==> config.mk <==
export PLATFORM = sky130hd
export DESIGN_NAME = macsec_frame_format_classify
export DESIGN_NICKNAME = d
export VERILOG_FILES = /design/src/pkg/macsec_fmt_pkg.sv /design/src/design/macsec_frame_format_classify.sv
export SDC_FILE = /design/constraint.sdc
export NUM_CORES = 2
export LEC_CHECK = 0
export BUFFER_PORTS_ARGS = -buffer_cell sky130_fd_sc_hd__buf_4
export CAP_MARGIN = 20
export CORE_UTILIZATION = 60
export CTS_CLUSTER_DIAMETER = 40
export DETAILED_ROUTE_END_ITERATION = 10
export PLACE_DENSITY = 0.86
export RECOVER_POWER = 25
export SYNTH_ARGS = -nofsm -noshare
export SYNTH_HDL_FRONTEND = slang
export SYNTH_SLANG_ARGS = --single-unit
export TNS_END_PERCENT = 100
==> constraint.sdc <==
create_clock -name clock -period 10.1 [get_ports clock]
set_input_delay 0 -clock clock [delete_from_list [all_inputs] [get_ports clock]]
set_output_delay 0 -clock clock [all_outputs]
set_load 0.05 [all_outputs]
==> src/pkg/macsec_fmt_pkg.sv <==
// Constants and types for the MACsec frame-format and classification stage.
// Assumes one 100 MHz clock domain and byte-wide frame streams.
`default_nettype none

package macsec_fmt_pkg;

  // ----------------------------------------------------------------
  // Frame layout, in bytes from the destination address
  // ----------------------------------------------------------------
  localparam logic [5:0] DA_END        = 6'h06; // Source address starts here
  localparam logic [5:0] SA_END        = 6'h0c; // Tags, labels or Ethertype start here
  localparam logic [5:0] TAG_BYTES     = 6'h04; // One VLAN tag: TPID plus TCI/VID
  localparam logic [5:0] LABEL_BYTES   = 6'h04; // One 32-bit MPLS label
  localparam logic [5:0] ETYPE_BYTES   = 6'h02;
  localparam logic [5:0] SECTAG_BYTES  = 6'h10;
  localparam logic [5:0] ICV_BYTES     = 6'h10;
  localparam logic [5:0] HDR_WIN       = 6'h28; // Classifiable header window
  localparam logic [5:0] POS_MAX       = 6'h3f;
  localparam logic [7:0] SECTAG_ET_HI  = 8'h88;
  localparam logic [7:0] SECTAG_ET_LO  = 8'he5;

  // ----------------------------------------------------------------
  // Security association table and pause thresholds
  // ----------------------------------------------------------------
  localparam int unsigned NUM_SA    = 4;
  localparam int unsigned FLD_W     = 6; // One select bit per field code
  localparam logic [7:0]  FC_ON     = 8'h18; // Owed bytes that raise pause
  localparam logic [7:0]  FC_OFF    = 8'h08; // Owed bytes that release pause
  localparam logic [7:0]  FC_MAX    = 8'hff;

  // Frame format modes
  typedef enum logic [2:0] {
    MODE_STD   = 3'h0,
    MODE_BYP1  = 3'h1,
    MODE_BYP2  = 3'h2,
    MODE_MPLS1 = 3'h3,
    MODE_MPLS2 = 3'h4
  } mode_t;

  // Header field codes; F_T1/F_T2 also name MPLS labels 1/2
  typedef enum logic [2:0] {
    F_DA   = 3'h0,
    F_SA   = 3'h1,
    F_T1   = 3'h2,
    F_T2   = 3'h3,
    F_ET   = 3'h4,
    F_ST   = 3'h5,
    F_NONE = 3'h6
  } fld_t;

endpackage : macsec_fmt_pkg

`default_nettype wire

==> src/design/macsec_frame_format_classify.sv <==
// MACsec frame-format stage: SecTAG insertion, ICV slot, header classification, pause.
// Assumes host and line MACs on the same clock, frames starting at the DA, FCS removed.
`default_nettype none

module macsec_frame_format_classify (
  input  wire logic                  clock,      // 100 MHz
  input  wire logic                  rst_n,      // Synchronous reset
  input  wire logic                  ce,         // Freezes all state when low
  input  wire logic                  rxDir,      // 1: ingress, pre-decrypt
  input  wire macsec_fmt_pkg::mode_t mode,       // Frame format mode
  input  wire logic [1:0]            tagCount,   // VLAN tags seen by tag parser
  input  wire logic                  cfgWe,      // Write one pattern byte
  input  wire logic [1:0]            cfgSa,      // SA entry addressed
  input  wire logic [5:0]            cfgIdx,     // Pattern byte position
  input  wire logic [7:0]            cfgByte,    // Pattern byte value
  input  wire logic                  cfgMaskWe,  // Write field select of cfgSa
  input  wire logic [5:0]            cfgMask,    // Field select, bit per code
  input  wire logic [7:0]            secTci,     // TCI byte for inserted SecTAG
  input  wire logic [7:0]            hostData,   // Frame byte in
  input  wire logic                  hostValid,  // Byte valid
  input  wire logic                  hostFirst,  // First byte (DA)
  input  wire logic                  hostLast,   // Last byte
  output var  logic                  hostReady,  // Byte taken when high
  output var  logic [7:0]            lineData,   // Frame byte out
  output var  logic                  lineValid,  // Byte valid
  output var  logic                  lineLast,   // Last byte of frame
  output var  logic [3:0]            saHit,      // Entries matched
  output var  logic                  saHitValid, // One-cycle result strobe
  output var  logic                  pauseReq    // Pause toward system
);

  typedef enum logic [3:0] {
    S_HDR  = 4'b0001,
    S_TAG  = 4'b0010,
    S_BODY = 4'b0100,
    S_ICV  = 4'b1000
  } state_t;

  typedef struct packed {
    state_t                                 st;
    logic [5:0]                             pos;
    logic [5:0]                             cnt;
    logic                                   endSeen;
    logic                                   hdrDone;
    logic [3:0]                             live;
    logic [macsec_fmt_pkg::NUM_SA-1:0][39:0][7:0] pat;
    logic [macsec_fmt_pkg::NUM_SA-1:0][5:0] sel;
    logic [7:0]                             fc;
    logic                                   hostReady;
    logic [7:0]                             lineData;
    logic                                   lineValid;
    logic                                   lineLast;
    logic [3:0]                             saHit;
    logic                                   saHitValid;
    logic                                   pauseReq;
  } regs_t;

  regs_t r_reg;
  regs_t r_next;

  // ----------------------------------------------------------------
  // Header geometry
  // ----------------------------------------------------------------
  // Bytes kept in clear between source address and SecTAG
  function automatic logic [5:0] bypassLen(input macsec_fmt_pkg::mode_t m);
    case (m)
      macsec_fmt_pkg::MODE_BYP1:  bypassLen = macsec_fmt_pkg::TAG_BYTES;
      macsec_fmt_pkg::MODE_BYP2:  bypassLen = 6'(2 * macsec_fmt_pkg::TAG_BYTES);
      macsec_fmt_pkg::MODE_MPLS1:
        bypassLen = 6'(macsec_fmt_pkg::ETYPE_BYTES + macsec_fmt_pkg::LABEL_BYTES);
      macsec_fmt_pkg::MODE_MPLS2:
        bypassLen = 6'(macsec_fmt_pkg::ETYPE_BYTES + 2 * macsec_fmt_pkg::LABEL_BYTES);
      default:                    bypassLen = 6'h00;
    endcase
  endfunction : bypassLen

  // Which classifiable field a byte position belongs to
  function automatic macsec_fmt_pkg::fld_t fieldOf(input logic [5:0] p,
      input macsec_fmt_pkg::mode_t m, input logic [1:0] tags, input logic rx);
    logic [5:0] q;
    logic [5:0] b;
    logic [5:0] tb;
    logic       mpls;
    q    = p - macsec_fmt_pkg::SA_END;
    b    = bypassLen(m);
    tb   = {2'b00, tags, 2'b00};
    mpls = (m == macsec_fmt_pkg::MODE_MPLS1) || (m == macsec_fmt_pkg::MODE_MPLS2);
    fieldOf = macsec_fmt_pkg::F_NONE;
    if (p < macsec_fmt_pkg::DA_END) begin
      fieldOf = macsec_fmt_pkg::F_DA;
    end else if (p < macsec_fmt_pkg::SA_END) begin
      fieldOf = macsec_fmt_pkg::F_SA;
    end else if (mpls && (!rx || q < b)) begin
      // Ethertype and labels stay clear in both directions
      if (q < macsec_fmt_pkg::ETYPE_BYTES) begin
        fieldOf = macsec_fmt_pkg::F_ET;
      end else if (q < macsec_fmt_pkg::ETYPE_BYTES + macsec_fmt_pkg::LABEL_BYTES) begin
        fieldOf = macsec_fmt_pkg::F_T1;
      end else if (m == macsec_fmt_pkg::MODE_MPLS2 && q < 6'(macsec_fmt_pkg::ETYPE_BYTES
                   + 2 * macsec_fmt_pkg::LABEL_BYTES)) begin
        fieldOf = macsec_fmt_pkg::F_T2;
      end
    end else if (!rx) begin
      // Transmit sees the plain header, tags and Ethertype
      if (q < tb) begin
        fieldOf = (q < macsec_fmt_pkg::TAG_BYTES) ? macsec_fmt_pkg::F_T1
                                                  : macsec_fmt_pkg::F_T2;
      end else if (q < tb + macsec_fmt_pkg::ETYPE_BYTES) begin
        fieldOf = macsec_fmt_pkg::F_ET;
      end
    end else if (q < b) begin
      // Only bypassed tags precede the SecTAG on receive
      fieldOf = (q < macsec_fmt_pkg::TAG_BYTES) ? macsec_fmt_pkg::F_T1
                                                : macsec_fmt_pkg::F_T2;
    end else if (q < b + macsec_fmt_pkg::SECTAG_BYTES) begin
      fieldOf = macsec_fmt_pkg::F_ST; // Everything later is ciphertext
    end
  endfunction : fieldOf

  // ----------------------------------------------------------------
  // Next state
  // ----------------------------------------------------------------
  logic                 take;
  logic [5:0]           p;
  logic [5:0]           insAt;
  macsec_fmt_pkg::fld_t fld;

  assign take  = hostValid && r_reg.hostReady;
  assign p     = hostFirst ? 6'h00 : r_reg.pos; // Position 0 is the DA
  // Cast keeps the sum at position width; the largest insertion point is 22
  assign insAt = 6'(macsec_fmt_pkg::SA_END + bypassLen(mode));
  assign fld   = fieldOf(p, mode, tagCount, rxDir);

  // One pass of the stream: classify, forward, insert, count expansion
  always_comb begin
    r_next            = r_reg;
    r_next.lineValid  = 1'b0;
    r_next.lineLast   = 1'b0;
    r_next.saHitValid = 1'b0;
    if (cfgWe) begin
      r_next.pat[cfgSa][cfgIdx] = cfgByte;
    end
    if (cfgMaskWe) begin
      r_next.sel[cfgSa] = cfgMask; // Fields chosen per entry
    end
    case (r_reg.st)
      S_HDR, S_BODY: begin
        if (take) begin
          // Frames of every kind, timing ones too, take the same path
          r_next.lineData  = hostData; // Host side in, line side out
          r_next.lineValid = 1'b1;
          r_next.lineLast  = hostLast && rxDir;
          r_next.pos       = (p == macsec_fmt_pkg::POS_MAX) ? p : p + 6'h01;
          if (hostFirst) begin
            r_next.live    = 4'hf;
            r_next.hdrDone = 1'b0;
          end
          if ((hostFirst || !r_reg.hdrDone) && p < macsec_fmt_pkg::HDR_WIN) begin
            for (int s = 0; s < macsec_fmt_pkg::NUM_SA; s++) begin
              if (fld != macsec_fmt_pkg::F_NONE && r_reg.sel[s][fld] &&
                  hostData != r_reg.pat[s][p]) begin
                r_next.live[s] = 1'b0; // Selected field differs
              end
            end
            if (hostLast || p == macsec_fmt_pkg::HDR_WIN - 6'h01) begin
              r_next.hdrDone    = 1'b1;
              r_next.saHit      = r_next.live;
              r_next.saHitValid = 1'b1;
            end
          end
          if (!rxDir && r_reg.st == S_HDR && (hostLast || p == insAt - 6'h01)) begin
            r_next.st      = S_TAG; // SecTAG follows bypassed header
            r_next.cnt     = 6'h00;
            r_next.endSeen = hostLast;
          end else if (!rxDir && hostLast) begin
            r_next.st  = S_ICV;
            r_next.cnt = 6'h00;
          end
        end
      end
      S_TAG: begin
        r_next.lineValid = 1'b1;
        case (r_reg.cnt)
          6'h00:   r_next.lineData = macsec_fmt_pkg::SECTAG_ET_HI;
          6'h01:   r_next.lineData = macsec_fmt_pkg::SECTAG_ET_LO;
          6'h02:   r_next.lineData = secTci;
          default: r_next.lineData = 8'h00;
        endcase
        r_next.cnt = r_reg.cnt + 6'h01;
        if (r_reg.cnt == macsec_fmt_pkg::SECTAG_BYTES - 6'h01) begin
          r_next.st  = r_reg.endSeen ? S_ICV : S_BODY;
          r_next.cnt = 6'h00;
        end
      end
      S_ICV: begin
        // Slot for the check value, filled by the crypto transform
        r_next.lineValid = 1'b1;
        r_next.lineData  = 8'h00;
        r_next.cnt       = r_reg.cnt + 6'h01;
        if (r_reg.cnt == macsec_fmt_pkg::ICV_BYTES - 6'h01) begin
          r_next.lineLast = 1'b1;
          r_next.st       = S_HDR;
          r_next.pos      = 6'h00;
        end
      end
      default: r_next.st = S_HDR;
    endcase
    // Input stalls while inserted bytes go out; the host sees the hold
    r_next.hostReady = (r_next.st == S_HDR) || (r_next.st == S_BODY);
    // Inserted bytes are owed to the line; idle line cycles repay them
    if ((r_reg.st == S_TAG || r_reg.st == S_ICV) && r_reg.fc != macsec_fmt_pkg::FC_MAX) begin
      r_next.fc = r_reg.fc + 8'h01;
    end else if (!r_next.lineValid && r_reg.fc != 8'h00) begin
      r_next.fc = r_reg.fc - 8'h01;
    end
    // Hysteresis keeps the pause request from chattering
    if (r_next.fc >= macsec_fmt_pkg::FC_ON) begin
      r_next.pauseReq = 1'b1;
    end else if (r_next.fc <= macsec_fmt_pkg::FC_OFF) begin
      r_next.pauseReq = 1'b0;
    end
  end

  // ----------------------------------------------------------------
  // State register
  // ----------------------------------------------------------------
  // Whole state in one register; clock enable freezes everything
  always_ff @(posedge clock) begin
    if (!rst_n) begin
      r_reg    <= '0;
      r_reg.st <= S_HDR;
    end else if (ce) begin
      r_reg <= r_next;
    end
  end

  // Outputs straight from the register
  assign hostReady  = r_reg.hostReady;
  assign lineData   = r_reg.lineData;
  assign lineValid  = r_reg.lineValid;
  assign lineLast   = r_reg.lineLast;
  assign saHit      = r_reg.saHit;
  assign saHitValid = r_reg.saHitValid;
  assign pauseReq   = r_reg.pauseReq;
endmodule : macsec_frame_format_classify

`default_nettype wire

==> run_results.csv <==
group,metric,value,unit
placed_design,dpl_cell_area,67560,um^2
synth,synth_cell_types,91,
setup_path,cp_common_cell,"buf_4",
synth,synth_top_cell_area_share,40.17,%
run_status,status,"complete, but fails checks",
power,combPwrFrac,6.2,%
floorplan,row_count,122,
floorplan,initial_core_util,60.67,%
power,pwr-share-clk,50.7,%
floorplan,die_area,113500,um^2
global_route,grt_overflow,0,
synth,synthCells,7731,
power,ir_worst_vdd,0.1598,mV
drt,first_pass_iters,7,
global_route,grt_max_degree,257,
final_layout,drive_above_1_share,7.830,%
synth,synth_area,67320,um^2
placed_design,hpwlAfterDp,144200,um
drt,routedWlPerCell,26.43,um
final_layout,num_antenna_cells,0,
synth,syn_nets,7803,
placed_design,io_buffers,68,
setup_path,r2r_cells,12,
final_layout,area_growth,9.711,%
synth,synth-main-ff-cell,"dfxtp_1",
cts,clock-sinks,1351,
setup_path,end_kind,"register",
sta,final-hold-violation-count,2,
synth,synthSimpleGateAreaFrac,21.52,%
synth,synth_top_family_by_area,"simple AND/OR/NAND/NOR gates",
power,power.density,169.0,nW/um^2
hold_path,hold_path_class,"in2reg",
cts,post_cts_buffers,0,
cts,clockRootBuffer,"clkbuf_16",
cts,clk_latency,0.80,ns
setup_path,critPathLaunchType,"primary input",
sta,grt_setup_unrepaired,"no",
sta,clock_skew,0.04409,ns
synth,synth_compound_area_share,17.68,%
final_layout,finalNonFillerCells,9036,
drt,vias,61770,
synth,yosysWarningCount,0,
setup_path,crit_chain,"dlygate4sd3_1 -> clkbuf_8 -> buf_4 -> nand2b_4 -> buf_4 -> inv_2 -> buf_4 -> nand2_1 -> o221ai_1 -> a221oi_1 -> a21oi_1 -> o2bb2ai_1 -> or4_1 -> o32a_1 -> o31ai_2",
sta,slew-limit-headroom,-171.6,%
setup_path,arrival,6.34,ns
global_route,grt_pass1_wl,355600,um
sta,holdWs,-0.004992,ns
synth,yosys.area.top_type,"dfxtp_1",
drt,wirelength,238900,um
power,p_int,9.382,mW
sta,fin_crit_sh,56.04,%
global_route,antenna_found_initial,10,
synth,synth_adder_area_share,0.3717,%
sta,period_minus_slack,5.660,ns
cts,cts_max_level,4,
placed_design,dp.cells,8677,
synth,ys_async_sr_fraction,0,%
final_layout,largest_reg_flops,1334,
placed_design,gp_congestion,1.109,
power,cellLeakagePower,21.96,nW
global_route,grt_pass1_vias,57890,
floorplan,io_pins,69,
sta,slew_violations,407,
setup_path,required,10.78,ns
global_route,grt_util_all_layers,40.59,%
synth,synth_area_leaders,"dfxtp_1 40%, mux2i_1 14%, a21boi_0 7.8%",
cts,clockBufferDepth,3,
cts,hold_buffers,46,
sta,tns,0,ns
synth,synth_mux_area_share,14.93,%
run,maxCapViolCount,9,
cts,cts_resized,0,
power,power_frac_seq,43.1,%
power,switchingPower,3.101,mW
setup_path,critical_path_class,"in2reg",
floorplan,die_h,337.0,um
final_layout,fin_area,73860,um^2
final_layout,layout_commonest_cell,"dfxtp_1",
final_layout,mostFrequentLayoutCells,"1347 x dfxtp_1, 1008 x nand2_1, 946 x mux2i_1",
synth,synth-xor-area-share,0.2732,%
setup_path,critPathSlowestCell,"nand2b_4",
synth,syn_area_per_cell,8.708,um^2
floorplan,core_region_area,111000,um^2
drt,detail_route.iter0.violations,9779,
synth,synth-seq-cells,1351,
cts,cts_tree,"yes",
drt,vias_per_cell,6.836,
setup_path,slowest_delay,0.93,ns
cts,numCtsBuffers,168,
run_status,violations,"hold timing, capacitance limit, slew limit",
final_layout,nets,7481,
power,p_sw_share,24.84,%
power,power.total,12.48,mW
sta,worst_pin_slew,4.074,ns
setup_path,path_max_fanout,70,
floorplan,die_w,337.0,um
synth,yosysSeqAreaShare,40.17,%
drt,postRouteAntennaNets,0,
drt,route.detailed.drc,0,
final_layout,num-fill-cells,8584,
hold_path,holdPathStages,5,
sta,finalSetupViolCount,0,
sta,fmax,0.1767,GHz
cts,clk_pin_slew,0.06,ns
synth,synth_edf_count,0,
[power groups by stage]
stage               sequential, mW  combinational [mW]  clock [mW]
CTS                           5.37               0.737        6.32
global route                  5.37               0.800        6.56
floorplan                     5.49               0.519           0
global placement              5.49               0.713           0
finish                        5.38               0.775        6.33
detailed placement            5.49               0.721           0
[stage by stage]
stage	util (%)	setup slack [ns]
floorplan	-	6.654
global placement	60.85	4.386
detailed placement	60.88	4.654
CTS	66.60	4.816
global route	66.56	4.497
finish	66.56	4.440
[cell usage after synthesis, drive strengths merged (27+ instances only)]
library cell  count
a21oi           114
a22oi            33
nor3             43
o22ai            90
nand3           686
nand2b           27
o21ai           191
a221oi           97
o221ai           29
a21boi          702
nor2            318
clkbuf          522
nand2          1008
mux2             52
nor2b           650
inv              39
nor3b            63
dfxtp          1351
a211oi           87
buf             204
a32oi            42
mux2i           946
[logic make-up (layout without fill, tap and decap cells)]
group,count (synthesis),count (layout)
simple gates,2945,2945
compound gates,1628,1628
flops,1351,1351
mux,998,998
buf+inv,768,585
xor+xnor,21,21
fa+ha+maj,20,20
[worst max-delay path: cells and delay by family]
kind,cells,cell delay (ns)
buf+inv,6,2.78
simple gates,3,1.60
compound gates,6,1.74
[layer usage]
metal	track usage (%)	vias up	share of wire, %
met1	51.18	29570	37
met4	25.70	10	7.3
met2	59.17	4462	42
met5	0	-	0.036
li1	-	26630	-
met3	13.80	1100	14
[area by class of cell]
class / count / area [um^2] / area share [%]
clock buffers: 204 / 4564 / 6.180
repair buffers: 234 / 1911 / 2.587
multi-input cells: 5612 / 36990 / 50.08
clock inverters: 105 / 1321 / 1.789
well taps: 1488 / 1862 / 2.521
flip-flops and latches: 1351 / 27060 / 36.63
inverters: 42 / 157.7 / 0.2134
[worst paths after layout]
kind / start / end / slack [ns]
setup / recovery: hostFirst / saHit[3] / 4.44
hold / removal: cfgWe / r_reg[704] / -0.005
setup reg to reg: r_reg[1341] / saHit[3] / 4.49
hold reg to reg: r_reg[212] / r_reg[212] / 0.46
No activity file was read; power rests on OpenSTA's default activity.
